<file path="src/rtl/ext_bus_pkg.sv">
// Constants and types for the external bus wait-state and bank-switch block
package ext_bus_pkg;
   localparam logic [6:0]  OFS_WAIT_RANGES   = 7'h28;
   localparam logic [6:0]  OFS_BANK_SWITCH   = 7'h29;
   localparam logic [6:0]  OFS_WAIT_CONTROL  = 7'h2b;
   localparam logic [15:0] RST_WAIT_RANGES   = 16'h7fff;
   localparam logic [15:0] RST_BANK_SWITCH   = 16'h7000;
   localparam logic [15:0] RST_WAIT_CONTROL  = 16'h0000;
   localparam logic [15:0] MASK_BANK_SWITCH  = 16'hf006;
   localparam logic [15:0] MASK_WAIT_CONTROL = 16'h0001;
   localparam logic [14:0] ALL_ZERO_WAITS    = 15'h0000;
   localparam int          PROG_SEL_BIT      = 15;
   localparam int          IO_LSB            = 12;
   localparam int          DATA_HI_LSB       = 9;
   localparam int          DATA_LO_LSB       = 6;
   localparam int          PROG_HI_LSB       = 3;
   localparam int          PROG_LO_LSB       = 0;
   localparam int          MULT_BIT          = 0;
   localparam int          CONSECUTIVE_BIT   = 15;
   localparam int          BANK_BIT          = 15;
   localparam int          PROG_HALF_BIT     = 22;
   localparam int          PAGE_LSB          = 16;
   localparam logic [3:0]  MAX_WAITS         = 4'he;
   localparam logic [3:0]  ZERO_COUNT        = 4'h0;
   localparam logic [3:0]  ONE_COUNT         = 4'h1;
   localparam logic [1:0]  SP_PROG           = 2'h0;
   localparam logic [1:0]  SP_DATA           = 2'h1;
   localparam logic [1:0]  SP_IO             = 2'h2;
   typedef enum logic [1:0] {st_idle, st_lead, st_wait, st_trail} acc_state_e;
endpackage

</file>
<file path="src/rtl/ext_bus_wait_state_bank_switch.sv">
// External bus cycle stretcher: wait-state generator and bank-switch gaps
`timescale 1ns/1ns
// Summary of operation
// - Each external cycle can be stretched by programmed waits, fourteen at most.
// - Slow devices hold ready low; the cycle extends until ready returns.
// - All ranges at zero waits stops the wait counter clocking.
// - Reset gives seven waits everywhere: all fields ones, multiplier one.
// - Bit 15 of wait ranges selects which program ranges the fields cover.
// - Bits 14-12 set base waits for all I/O accesses.
// - Bits 11-9 set base waits for data addresses 8000-FFFFh.
// - Bits 8-6 set base waits for data addresses 0000-7FFFh.
// - Bits 5-3 set upper program waits; select picks per-page or 400000h up.
// - Bits 2-0 set lower program waits; select picks per-page or below 400000h.
// - Control bit 0 doubles every base count when set.
// - Control bits 15-1 are reserved and unchanged by writes.
// - Crossing a 32K-word bank on a program or data read inserts one cycle.
// - Non-consecutive mode keeps last bank bit; a mismatching read withholds strobe once.
// - Program-data, data-program and cross-page program reads add one cycle.
// - Consecutive mode makes every memory read a lead, read and trailing cycle.
module ext_bus_wait_state_bank_switch
   import ext_bus_pkg::*;
#(
   parameter int ADDR_W = 23
)(
   input  wire logic              clk_sys,
   input  wire logic              srst,
   input  wire logic [6:0]        mmr_addr,
   input  wire logic              mmr_wr,
   input  wire logic              mmr_rd,
   input  wire logic [15:0]       mmr_wdata,
   output logic      [15:0]       mmr_rdata,
   input  wire logic              acc_req,
   input  wire logic [1:0]        acc_space,
   input  wire logic              acc_read,
   input  wire logic [ADDR_W-1:0] acc_addr,
   input  wire logic              ext_ready,
   output logic                   acc_busy,
   output logic                   acc_done,
   output logic      [ADDR_W-1:0] bus_addr,
   output logic                   memory_strobe_n,
   output logic                   io_strobe_n,
   output logic                   ws_clk_en
);

////////////////////////////////////////////////////////////////////////////////
// Registers
logic [15:0] ranges_r, ranges_nxt;
logic [15:0] bank_r, bank_nxt;
logic [15:0] ctrl_r, ctrl_nxt;
logic [15:0] rdata_r, rdata_nxt;
logic        ws_en_r, ws_en_nxt;

always_comb begin
   ranges_nxt = ranges_r;
   bank_nxt   = bank_r;
   ctrl_nxt   = ctrl_r;
   rdata_nxt  = rdata_r;
   if (mmr_wr) begin
      unique case (mmr_addr)
         OFS_WAIT_RANGES:  ranges_nxt = mmr_wdata;
         OFS_BANK_SWITCH:  bank_nxt   = mmr_wdata & MASK_BANK_SWITCH;
         OFS_WAIT_CONTROL: ctrl_nxt   = mmr_wdata & MASK_WAIT_CONTROL;
         default: ;
      endcase
   end
   if (mmr_rd) begin
      unique case (mmr_addr)
         OFS_WAIT_RANGES:  rdata_nxt = ranges_r;
         OFS_BANK_SWITCH:  rdata_nxt = bank_r;
         OFS_WAIT_CONTROL: rdata_nxt = ctrl_r;
         default:          rdata_nxt = 16'h0000;
      endcase
   end
   // Registered, so the gate lags a write by one cycle; harmless while idle
   // The I/O field reaches bit 14, so all fifteen field bits decide the gate
   ws_en_nxt = (ranges_r[14:0] != ALL_ZERO_WAITS);
end

always_ff @(posedge clk_sys) begin
   if (srst) begin
      ranges_r <= RST_WAIT_RANGES;
      bank_r   <= RST_BANK_SWITCH;
      ctrl_r   <= RST_WAIT_CONTROL;
      rdata_r  <= 16'h0000;
      ws_en_r  <= 1'b1;
   end else begin
      ranges_r <= ranges_nxt;
      bank_r   <= bank_nxt;
      ctrl_r   <= ctrl_nxt;
      rdata_r  <= rdata_nxt;
      ws_en_r  <= ws_en_nxt;
   end
end

assign mmr_rdata = rdata_r;
assign ws_clk_en = ws_en_r;

////////////////////////////////////////////////////////////////////////////////
// Wait selection and bank-switch decision
logic [2:0] base_sel;
logic [3:0] ws_sel;
logic       is_mem;
logic       prog_hi;
logic       take;
logic       gap;

always_comb begin
   prog_hi = ranges_r[PROG_SEL_BIT] ? acc_addr[PROG_HALF_BIT] : acc_addr[BANK_BIT];
   unique case (acc_space)
      SP_IO:   base_sel = ranges_r[IO_LSB +: 3];
      SP_DATA: base_sel = acc_addr[BANK_BIT] ? ranges_r[DATA_HI_LSB +: 3]
                                             : ranges_r[DATA_LO_LSB +: 3];
      default: base_sel = prog_hi ? ranges_r[PROG_HI_LSB +: 3]
                                  : ranges_r[PROG_LO_LSB +: 3];
   endcase
   // Doubling by shift keeps the top at fourteen
   ws_sel = ctrl_r[MULT_BIT] ? {base_sel, 1'b0} : {1'b0, base_sel};
end

////////////////////////////////////////////////////////////////////////////////
// Access sequencer
acc_state_e          st_r, st_nxt;
logic [3:0]          cnt_r, cnt_nxt;
logic [ADDR_W-1:0]   addr_r, addr_nxt;
logic [1:0]          space_r, space_nxt;
logic                read_r, read_nxt;
logic                done_r, done_nxt;
logic                mstb_n_r, mstb_n_nxt;
logic                istb_n_r, istb_n_nxt;
logic                last_vld_r, last_vld_nxt;
logic                last_msb_r, last_msb_nxt;
logic                last_read_r, last_read_nxt;
logic [1:0]          last_sp_r, last_sp_nxt;
logic [6:0]          last_pg_r, last_pg_nxt;
logic                consecutive_bank_mode;

assign consecutive_bank_mode = bank_r[CONSECUTIVE_BIT];
assign is_mem = (acc_space != SP_IO);
assign take   = acc_req && (st_r == st_idle);

always_comb begin
   gap = 1'b0;
   if (acc_read && is_mem) begin
      if (consecutive_bank_mode)
         gap = 1'b1;
      else if (last_vld_r) begin
         if (last_msb_r != acc_addr[BANK_BIT])
            gap = 1'b1;
         if (last_read_r && last_sp_r != acc_space)
            gap = 1'b1;
         if (last_read_r && acc_space == SP_PROG && last_sp_r == SP_PROG &&
             last_pg_r != acc_addr[PAGE_LSB +: 7])
            gap = 1'b1;
      end
   end
end

always_comb begin
   st_nxt        = st_r;
   cnt_nxt       = cnt_r;
   addr_nxt      = addr_r;
   space_nxt     = space_r;
   read_nxt      = read_r;
   done_nxt      = 1'b0;
   last_vld_nxt  = last_vld_r;
   last_msb_nxt  = last_msb_r;
   last_read_nxt = last_read_r;
   last_sp_nxt   = last_sp_r;
   last_pg_nxt   = last_pg_r;
   unique case (st_r)
      st_idle: begin
         if (take) begin
            addr_nxt  = acc_addr;
            space_nxt = acc_space;
            read_nxt  = acc_read;
            // Counter loads only while its clock is live
            cnt_nxt   = ws_en_r ? ws_sel : ZERO_COUNT;
            st_nxt    = gap ? st_lead : st_wait;
            if (is_mem) begin
               last_vld_nxt  = 1'b1;
               last_msb_nxt  = acc_addr[BANK_BIT];
               last_read_nxt = acc_read;
               last_sp_nxt   = acc_space;
               last_pg_nxt   = acc_addr[PAGE_LSB +: 7];
            end
         end
      end
      st_lead: st_nxt = st_wait;
      st_wait: begin
         if (cnt_r != ZERO_COUNT && ws_en_r)
            cnt_nxt = cnt_r - ONE_COUNT;
         else if (ext_ready) begin
            done_nxt = 1'b1;
            st_nxt   = (consecutive_bank_mode && read_r && space_r != SP_IO) ? st_trail
                                                                             : st_idle;
         end
      end
      st_trail: st_nxt = st_idle;
   endcase
   mstb_n_nxt = !(st_nxt == st_wait && space_nxt != SP_IO);
   istb_n_nxt = !(st_nxt == st_wait && space_nxt == SP_IO);
end

always_ff @(posedge clk_sys) begin
   if (srst) begin
      st_r        <= st_idle;
      cnt_r       <= ZERO_COUNT;
      addr_r      <= '0;
      space_r     <= SP_PROG;
      read_r      <= 1'b0;
      done_r      <= 1'b0;
      mstb_n_r    <= 1'b1;
      istb_n_r    <= 1'b1;
      last_vld_r  <= 1'b0;
      last_msb_r  <= 1'b0;
      last_read_r <= 1'b0;
      last_sp_r   <= SP_PROG;
      last_pg_r   <= 7'h00;
   end else begin
      st_r        <= st_nxt;
      cnt_r       <= cnt_nxt;
      addr_r      <= addr_nxt;
      space_r     <= space_nxt;
      read_r      <= read_nxt;
      done_r      <= done_nxt;
      mstb_n_r    <= mstb_n_nxt;
      istb_n_r    <= istb_n_nxt;
      last_vld_r  <= last_vld_nxt;
      last_msb_r  <= last_msb_nxt;
      last_read_r <= last_read_nxt;
      last_sp_r   <= last_sp_nxt;
      last_pg_r   <= last_pg_nxt;
   end
end

logic busy_r;
logic busy_nxt;
assign busy_nxt = (st_nxt != st_idle);
always_ff @(posedge clk_sys) begin
   if (srst)
      busy_r <= 1'b0;
   else
      busy_r <= busy_nxt;
end

assign acc_busy        = busy_r;
assign acc_done        = done_r;
assign bus_addr        = addr_r;
assign memory_strobe_n = mstb_n_r;
assign io_strobe_n     = istb_n_r;

////////////////////////////////////////////////////////////////////////////////
// Checks
property p_max_wait;
   @(posedge clk_sys) disable iff (srst) cnt_r <= MAX_WAITS;
endproperty
a_max_wait: assert property (p_max_wait) else $error("wait count above fourteen");

property p_ready_hold;
   @(posedge clk_sys) disable iff (srst)
      (st_r == st_wait && cnt_r == ZERO_COUNT && !ext_ready) |=> (st_r == st_wait && !acc_done);
endproperty
a_ready_hold: assert property (p_ready_hold) else $error("cycle ended without ready");

property p_gate;
   @(posedge clk_sys) disable iff (srst)
      (ranges_r[14:0] == ALL_ZERO_WAITS) |=> !ws_clk_en;
endproperty
a_gate: assert property (p_gate) else $error("wait clock not gated");

property p_reset_vals;
   @(posedge clk_sys) srst |=> (ranges_r == RST_WAIT_RANGES && ctrl_r == RST_WAIT_CONTROL);
endproperty
a_reset_vals: assert property (p_reset_vals) else $error("bad reset wait setup");

property p_load;
   @(posedge clk_sys) disable iff (srst)
      (take && ws_en_r) |=> cnt_r == ($past(ctrl_r[MULT_BIT]) ? {$past(base_sel), 1'b0}
                                                              : {1'b0, $past(base_sel)});
endproperty
a_load: assert property (p_load) else $error("wrong wait count loaded");

property p_reserved;
   @(posedge clk_sys) disable iff (srst) ctrl_r[15:1] == 15'h0000;
endproperty
a_reserved: assert property (p_reserved) else $error("reserved control bits changed");

property p_gap;
   @(posedge clk_sys) disable iff (srst)
      (take && gap) |=> (st_r == st_lead && memory_strobe_n) ##1 !memory_strobe_n;
endproperty
a_gap: assert property (p_gap) else $error("bank gap not inserted");

property p_consecutive_bank_mode;
   @(posedge clk_sys) disable iff (srst)
      (take && consecutive_bank_mode && acc_read && is_mem) |=> st_r == st_lead;
endproperty
a_consecutive_bank_mode: assert property (p_consecutive_bank_mode) else $error("no lead cycle in consecutive mode");

property p_trail;
   @(posedge clk_sys) disable iff (srst)
      (acc_done && consecutive_bank_mode && read_r && space_r != SP_IO) |-> st_r == st_trail;
endproperty
a_trail: assert property (p_trail) else $error("no trailing cycle");

c_gap:   cover property (@(posedge clk_sys) disable iff (srst) st_r == st_lead);
c_stall: cover property (@(posedge clk_sys) disable iff (srst)
                         st_r == st_wait && cnt_r == ZERO_COUNT && !ext_ready);
c_max:   cover property (@(posedge clk_sys) disable iff (srst) take && ws_sel == MAX_WAITS);
c_trail: cover property (@(posedge clk_sys) disable iff (srst) st_r == st_trail);

endmodule

</file>
<file path="config.mk">
export PLATFORM = sky130hd
export DESIGN_NAME = ext_bus_wait_state_bank_switch
export DESIGN_NICKNAME = d
export VERILOG_FILES = /design/src/rtl/ext_bus_pkg.sv /design/src/rtl/ext_bus_wait_state_bank_switch.sv
export SDC_FILE = /design/constraint.sdc
export NUM_CORES = 1
export LEC_CHECK = 0
export BUFFER_PORTS_ARGS = -buffer_cell sky130_fd_sc_hd__buf_4
export CAP_MARGIN = 20
export CORE_MARGIN = 3
export CORE_UTILIZATION = 52
export CTS_CLUSTER_DIAMETER = 40
export DETAILED_ROUTE_END_ITERATION = 7
export PLACE_DENSITY = 0.89
export SLEW_MARGIN = 10
export SYNTH_ARGS = -nofsm -noshare
export SYNTH_HDL_FRONTEND = slang
export SYNTH_SLANG_ARGS = --single-unit
</file>
<file path="constraint.sdc">
create_clock -name clk_sys -period 2.1 [get_ports clk_sys]
set_input_delay 0.42 -clock clk_sys [delete_from_list [all_inputs] [get_ports clk_sys]]
set_output_delay 0.42 -clock clk_sys [all_outputs]
set_load 0.03 [all_outputs]
</file>
==> results.ini, run 1 <==
[outcome]
outcome = complete, no violations

[sta]
slew_violations = 0
fin_skew_ns = 0.00730
relSlewSlack = 0.673
worst_slew_pin_slew_ns = 0.490
max_freq_mhz = 553
setup_viol = 0
grt_setup_unrepaired = no
period_share = 0.861
period_minus_slack_ns = 1.81
hold_slack_ns = 0.268
worst_slack_ns = 0.292
tns_ns = 0
hold_violations = 0

[floorplanning]
start_util = 0.548
ios = 99
rows = 30
die-area_um2 = 8330
dieHeight_um = 91.3
die_w_um = 91.3
core-area_um2 = 6910

[grt]
antenna_found_initial = 0
grt_pass1_wl_um = 15500
grt_max_degree = 45
track_usage = 0.229
gr-total-overflow = 0
grt_pass1_vias = 3355

[yosys]
yosysWarningCount = 0
synth_seq_cells = 88
synth_cell_type_count = 48
synthCells = 452
synth-edff-count = 0
syn_area_um2 = 3780
ys.flop_type = dfxtp_1
syn_area_per_cell_um2 = 8.37
syn_nets = 511
seq_area_frac_synth = 0.466
synthArstFlopShare = 0

[clock_tree]
cts_buffers = 9
cts.path.max_buffers = 2
cts_hold_buf = 0
cts.sinks = 88
ctsResizeCount = 0
root_buffer = clkbuf_8
htreeDepth = 3
clk_latency_ns = 0.36
path_clk_slew_ns = 0.09
cts_tree = built
postCtsSetupRepairBufs = 0

[critical_path]
path_cells = inv_1, ha_1, nor3b_1, o21ai_0, or4_1, a21oi_1
slowest_stage = or4_1
cp_data_arrival_time_ns = 2.10
cpPeakStageDelay_ns = 0.47
worstSetupEndpointType = flop
start_kind = flop
cp_max_fo = 4
worstSetupPathType = flop to flop
cp_data_required_time_ns = 2.39
cp_top_family = simple AND/OR/NAND/NOR gates
critPathBufInv = 1

[detailed_routing]
drtPass1Iterations = 5
wire_per_inst_um = 14.6
routed_via_density = 5.40
drtIter0Drc = 234
routed_wl_um = 9420
ant_nets = 0
via_count = 3471
drc_errors = 0

[pwr]
p_leak_nw = 2.05
sequentialPowerShare = 0.486
power_frac_clock = 0.332
peakVddDrop_uv = 375
power.switching_mw = 1.10
combinationalPowerShare = 0.182
swShare = 0.294
p_per_area_nw_per_um2 = 783
internal_power_mw = 2.64

[hold_path]
min_path_type = input port to flop

[run]
maxCapViolCount = 0

[finish]
fillers = 577
final_core_util = 0.692
regArea_um2 = 1760
syn_to_final_growth_pct = 26.3
layout-drive-gt1-share = 0.256
fin_nets = 601
n_antenna_cell = 0
multi_input_area_um2 = 1860

[place]
place_congestion = 0.820
place_ws_ns = 0.203
io_buffers = 98
hpwl_um = 6850

-- cell usage in the layout (no fill, tap or decap), types with 2 or more instances in the layout --
cell	n
nand3_1	23
nor4_1	5
nand2b_1	10
nor3_1	5
nand3b_1	2
nor3b_1	2
nand2_1	117
mux2_2	9
clkbuf_8	10
dfxtp_1	88
mux2i_1	13
nor2b_1	10
ha_1	4
inv_1	6
inv_6	2
a22oi_1	3
and3_1	2
xor2_1	7
nand4_1	2
nor2_1	21
buf_4	107
xnor2_1	4
a21oi_1	60
clkinvlp_4	2
and3b_1	2
o21ai_0	8
-- power by group through the flow --
stage | clock network [mW] | registers (mW) | logic, mW
after floorplan | 0 | 1.93 | 0.362
after global placement | 0 | 1.85 | 0.654
after detailed placement | 0 | 1.85 | 0.679
after CTS | 1.26 | 1.82 | 0.684
after global routing | 1.33 | 1.83 | 0.744
final | 1.24 | 1.82 | 0.681
-- worst min-delay path: cells and delay by family --
kind / cells / cell delay (ns)
buffers and inverters: 1 / 0.08
and+or+nand+nor: 2 / 0.10
-- metrics by stage --
step	total power [mW]	instance area, µm²	cells
2_1_floorplan	2.29	3780	452
3_3_place_gp	2.50	4570	627
3_5_place_dp	2.53	4570	627
4_1_cts	3.76	4780	643
5_1_grt	3.91	4780	643
6_report	3.74	4780	643
-- sequential cells by signal (all words and copies together), names as in the netlist, 2 cells and up --
signal / flops
mmr_rdata: 16
bus_addr: 23
st_r: 2
last_pg_r: 7
ranges_r: 16
bank_r: 6
space_r: 2
cnt_r: 4
last_sp_r: 2
-- cell usage after synthesis, drive strengths merged (2+ instances only) --
library cell | n | share of area
a21oi | 60 | 0.079
a22oi | 3 | 0.0060
and3 | 2 | 0.0033
and3b | 2 | 0.0046
buf | 14 | 0.023
clkbuf | 14 | 0.014
dfxtp | 88 | 0.47
ha | 4 | 0.013
inv | 6 | 0.0060
mux2 | 9 | 0.027
mux2i | 14 | 0.040
nand2 | 117 | 0.12
nand2b | 10 | 0.017
nand3 | 23 | 0.030
nand3b | 2 | 0.0040
nand4 | 2 | 0.0033
nor2 | 22 | 0.024
nor2b | 10 | 0.017
nor3 | 6 | 0.011
nor3b | 3 | 0.0073
nor4 | 5 | 0.0083
o21ai | 9 | 0.013
xnor2 | 4 | 0.0093
xor2 | 7 | 0.016
-- cell type report --
| class | count | area share |
|---|---|---|
| repair buffers | 107 | 0.168 |
| inverters | 6 | 0.00471 |
| clock buffers | 10 | 0.0288 |
| multi-input cells | 330 | 0.389 |
| flip-flops and latches | 88 | 0.369 |
| clock inverters | 6 | 0.0155 |
| well taps | 96 | 0.0251 |
-- final timing paths --
kind                            depth (start not counted)         start  slack, ns            to
worst max-delay path                                    6      cnt_r[0]       0.29       st_r[0]
worst min-delay path                                    3  mmr_wdata[3]       0.27   ranges_r[3]
worst max register to register                          6      cnt_r[0]       0.29       st_r[0]
worst min register to register                          2  bus_addr[15]       0.46  bus_addr[15]
-- routing by layer --
metal	share of wire	routed length, µm	GRT usage	up-vias
li1	-	-	-	1707
met1	0.41	3830	0.277	1607
met2	0.50	4740	0.381	130
met3	0.063	596	0.0414	27
met4	0.026	249	0.129	0
met5	0	0	0	-
-- cell families (layout without fill, tap and decap cells) --
| logic type | Yosys count | count (layout) | share of synthesized area |
|---|---|---|---|
| and+or+nand+nor | 209 | 209 | 0.257 |
| xor gates and xnor gates | 11 | 11 | 0.0255 |
| DFF | 88 | 88 | 0.466 |
| AOI/OAI and AO/OA | 83 | 83 | 0.128 |
| muxes | 23 | 23 | 0.0672 |
| buffers and inverters | 34 | 129 | 0.0430 |
| adders and majority gates | 4 | 4 | 0.0132 |
Power figures use the tool's default switching activity.
==> run 2: changes to the inputs <==
==> constraint.sdc (replaced) <==
create_clock -name clk_sys -period 1.8 [get_ports clk_sys]
set_input_delay 0.36 -clock clk_sys [delete_from_list [all_inputs] [get_ports clk_sys]]
set_output_delay 0.36 -clock clk_sys [all_outputs]
set_load 0.03 [all_outputs]
==> run 2 against run 1 <==
Sequential share of layout area fell by 0.44 points. Combinational power increased by 21%. Die area is the same. Sequential power increased by 16%. Cell area rose by 1.2%. Via count is 0.49% higher. Final cell count is 0.93% higher. Clock-buffer cell count shrank 1. Utilization increased by 0.83 points. First-iteration DRC count is 7.3% lower. Worst hold slack worse by 0.061 ns. Wire length is 0.23% lower. Largest cell class unchanged. Largest power group unchanged.
==> results.ini, run 2 (synthesis gave the netlist of run 1 again) <==
[outcome]
outcome = complete, no violations

[clock_tree]
clk_latency_ns = 0.36
cts.sinks = 88
cts_buffers = 9
cts_tree = built
root_buffer = clkbuf_8
cts.path.max_buffers = 2
path_clk_slew_ns = 0.09
htreeDepth = 3

[finish]
syn_to_final_growth_pct = 27.8
layout-drive-gt1-share = 0.268
final_core_util = 0.700
final_cell_mix = 117 x nand2_1, 112 x buf_4, 88 x dfxtp_1
n_antenna_cell = 0
stdcell_count = 649
largest_reg_flops = 23
fin_nets = 607
fillers = 563
final_area_um2 = 4830
final_common_cell = nand2_1

[sta]
worst_slew_pin_slew_ns = 0.389
max_freq_mhz = 603
period_share = 0.921
relSlewSlack = 0.738
tns_ns = 0
period_minus_slack_ns = 1.66
slew_violations = 0
hold_violations = 0
hold_slack_ns = 0.207
grt_setup_unrepaired = no
worst_slack_ns = 0.143
fin_skew_ns = 0.00906
setup_viol = 0

[floorplanning]
start_util = 0.548
die_w_um = 91.3
core-area_um2 = 6910
ios = 99
dieHeight_um = 91.3
rows = 30
die-area_um2 = 8330

[detailed_routing]
routed_via_density = 5.37
drtPass1Iterations = 4
routed_wl_um = 9390
dr.max_layer_used = met4
via_count = 3488
wl_met3_um = 588
wire_per_inst_um = 14.5
ant_nets = 0
met1_length_um = 3930
drtIter0Drc = 217
wl_met2_um = 4680
drc_errors = 0

[place]
io_buffers = 98
postPlaceCellArea_um2 = 4620
place_congestion = 0.815
place_ws_ns = 0.0388
hpwl_um = 6850
place_inst = 633

[critical_path]
worstSetupEndpointType = flop
rr_endpoint = cnt_r[3]
worstSetupPathType = flop to flop
reg2reg_from = cnt_r[0]
start_kind = flop
cp_data_required_time_ns = 2.04
cp_max_fo = 8
reg2reg_slack_ns = 0.14
cp_data_arrival_time_ns = 1.89
rr_worst_depth = 7

[pwr]
peakVddDrop_uv = 484
p_leak_nw = 2.09
p_per_area_nw_per_um2 = 900
power_mw = 4.35

[grt]
grt_pass1_wl_um = 15800
gr-total-overflow = 0
track_usage = 0.231
grt_pass1_vias = 3488
antenna_found_initial = 0
grt_max_degree = 39

[hold_path]
hold_depth = 3
min_path_type = input port to flop
whs_endpoint = ranges_r[4]
holdCritStartpoint = mmr_wdata[4]

[run]
maxCapViolCount = 0

-- run 2: worst max path at each step --
| stage | startpoint | endpoint | slack [ns] | cells past startpoint |
|---|---|---|---|---|
| after floorplan | mmr_addr[2] | bank_r[12] | 0.23 | 6 |
| after global placement | acc_addr[21] | memory_strobe_n | 0.1 | 6 |
| after detailed placement | acc_addr[21] | memory_strobe_n | 0.04 | 6 |
| after CTS | cnt_r[0] | memory_strobe_n | 0.03 | 7 |
| after global routing | cnt_r[0] | cnt_r[3] | 0.001 | 7 |
| final | cnt_r[0] | cnt_r[3] | 0.14 | 7 |
-- run 2: area by class of cell --
cell class	instances	area, µm²	share of cell area
sequential	88	1760	0.364
inverter	6	22.5	0.00466
timing repair buffer	113	861	0.178
multi-input combinational	330	1870	0.386
tap	96	120	0.0248
clock inverter	7	78.8	0.0163
clock buffer	9	124	0.0256
-- run 2: critical path: stages (launching register included) --
cell and delay, ns:
dfxtp_1 0.39, inv_1 0.06, ha_1 0.21, nor3b_2 0.17
o21ai_2 0.28, o21ai_0 0.14, a32oi_1 0.18, a21oi_1 0.09
-- run 2: report_power, final --
part	total (mW)	internal [mW]	switching [mW]	leakage (nW)
Clock	1.41	0.659	0.754	0.105
Sequential	2.11	2.05	0.0634	0.717
Combinational	0.825	0.350	0.476	1.27
-- run 2: repair_timing --
item,4_1_cts,5_1_grt
resized for setup,0,3
endpoints found under the setup margin,0,4
hold endpoints to repair,0,0
hold buffers,0,0
setup buffers,0,0
-- run 2: per-layer routing --
| layer | vias to the layer above | track usage |
|---|---|---|
| li1 | 1715 | - |
| met1 | 1635 | 0.282 |
| met2 | 118 | 0.397 |
| met3 | 20 | 0.0365 |
| met4 | 0 | 0.107 |
| met5 | - | 0 |
==> run 3: changes to the inputs <==
==> constraint.sdc (replaced) <==
create_clock -name clk_sys -period 1.6 [get_ports clk_sys]
set_input_delay 0.32 -clock clk_sys [delete_from_list [all_inputs] [get_ports clk_sys]]
set_output_delay 0.32 -clock clk_sys [all_outputs]
set_load 0.03 [all_outputs]
==> run 3 against run 2 <==
Wire length grew 8.2%. Clock skew grew 0.0015 ns. Fmax grew 4.9%. Register-to-register slack lost 0.12 ns. Worst hold slack lost 0.037 ns. Largest power group unchanged. Highest routed layer unchanged.
==> results.ini, run 3 (synthesis gave the netlist of run 1 again) <==
[outcome]
outcome = complete, no violations

[finish]
layout-drive-gt1-share = 0.311
fillers = 495
final_common_cell = buf_4
final_area_um2 = 5070
syn_to_final_growth_pct = 34.1
final_core_util = 0.734
multi_input_area_um2 = 1920
largest_reg_flops = 23
fin_nets = 629
regArea_um2 = 1770
final_cell_mix = 133 x buf_4, 117 x nand2_1, 85 x dfxtp_1
n_antenna_cell = 0

[grt]
antenna_found_initial = 0
gr-total-overflow = 0
grt_pass1_wl_um = 16600
track_usage = 0.243
grt_pass1_vias = 3673
grt_max_degree = 39

[sta]
worst_slew_pin_slew_ns = 0.412
period_share = 0.987
setup_viol = 0
fin_skew_ns = 0.0106
relSlewSlack = 0.726
period_minus_slack_ns = 1.58
tns_ns = 0
slew_violations = 0
grt_setup_unrepaired = yes
max_freq_mhz = 633
hold_violations = 0

[run]
maxCapViolCount = 0

[pwr]
swShare = 0.293
power_frac_clock = 0.321
internal_power_mw = 3.59
power_mw = 5.08
peakVddDrop_uv = 643
combinationalPowerShare = 0.210
p_leak_nw = 2.21
p_per_area_nw_per_um2 = 1000
sequentialPowerShare = 0.468
power.switching_mw = 1.49

[clock_tree]
cts_tree = built
cts_buffers = 9
root_buffer = clkbuf_8
cts.sinks = 88
clk_latency_ns = 0.36
htreeDepth = 3
cts.path.max_buffers = 2
cts_hold_buf = 0
path_clk_slew_ns = 0.08

[critical_path]
worstSetupPathType = flop to flop
cpPeakStageDelay_ns = 0.33
slowest_stage = dfxtp_1
cp_max_fo = 3
reg2reg_slack_ns = 0.02
worstSetupEndpointType = flop
cp_data_required_time_ns = 1.83
cp_data_arrival_time_ns = 1.81
rr_endpoint = memory_strobe_n
start_kind = flop
reg2reg_from = last_pg_r[0]
rr_worst_depth = 5
path_cells = xor2_1, nor4_4, a41oi_2, o41ai_4, nand4b_1

[floorplanning]
die_w_um = 91.3
dieHeight_um = 91.3
start_util = 0.548
ios = 99
die-area_um2 = 8330
rows = 30
core-area_um2 = 6910

[detailed_routing]
drc_errors = 0
via_count = 3649
wire_per_inst_um = 15.1
routed_wl_um = 10200
drtPass1Iterations = 5
ant_nets = 0
drtIter0Drc = 200
routed_via_density = 5.44

[place]
io_buffers = 98
hpwl_um = 7170
place_congestion = 0.879
postPlaceCellArea_um2 = 4780

[hold_path]
holdCritStartpoint = mmr_wdata[7]
min_path_type = input port to flop
whs_endpoint = ranges_r[7]
hold_depth = 3

run 3: cell count changes in the layout (fill, tap and decap cells not counted), moves of 2 or more:
cell	delta
inv_6	-2
clkbuf_8	+2
dfxtp_1	-3
clkinvlp_4	+2
dfxtp_2	+3
o21ai_2	-2
buf_4	+21
o21ai_1	+2
run 3: power by group through the flow:
stage	logic [mW]	clock network [mW]	registers [mW]
floorplan	0.475	0	2.53
global placement	0.956	0	2.42
detailed placement	0.992	0	2.42
CTS	1.02	1.65	2.37
global route	1.15	1.72	2.39
finish	1.07	1.63	2.38
run 3: worst max-delay path by stage:
stage                 startpoint              end  slack (ns)
floorplan               cnt_r[0]          st_r[0]        0.04
global placement    acc_addr[21]  memory_strobe_n       -0.05
detailed placement  acc_addr[21]  memory_strobe_n       -0.16
CTS                 ranges_r[15]         cnt_r[2]       0.001
global route        last_pg_r[0]  memory_strobe_n       -0.05
finish              last_pg_r[0]  memory_strobe_n        0.02
run 3: what timing repair did:
action                                  CTS  global route
endpoints found under the setup margin    4             8
cloned                                    0             0
gates resized for setup                   4            12
pin swaps                                 0             4
setup buffers                             0             1
run 3: critical path: cells and delay by family, from the launching register on:
kind                      cells  cell delay, ns
AOI/OAI and AO/OA             2            0.49
and+or+nand+nor               2            0.44
DFF                           1            0.33
xor gates and xnor gates      1            0.19
run 3: metal layers:
metal  vias to the layer above  GRT usage  part of all wire
met4                         0      0.103             0.021
li1                       1765          -                 -
met2                       157      0.429              0.51
met3                        23     0.0456             0.065
met5                         -          0                 0
met1                      1704      0.288              0.40
run 3: cell type report:
| class | instances | area share |
|---|---|---|
| Clock buffer | 11 | 0.0299 |
| Clock inverter | 5 | 0.0123 |
| Inverter | 6 | 0.00444 |
| Multi-Input combinational cell | 330 | 0.378 |
| Sequential cell | 88 | 0.348 |
| Tap cell | 96 | 0.0237 |
| Timing Repair Buffer | 135 | 0.203 |
run 3: stage by stage:
step | instances | worst slack, ns | hold slack, ns
2_1_floorplan | 452 | 0.0350 | 0.432
4_1_cts | 670 | 0.00102 | 0.160
3_5_place_dp | 654 | -0.159 | 0.446
3_3_place_gp | 654 | -0.0537 | 0.442
6_report | 671 | 0.0203 | 0.170
5_1_grt | 671 | -0.0464 | 0.169
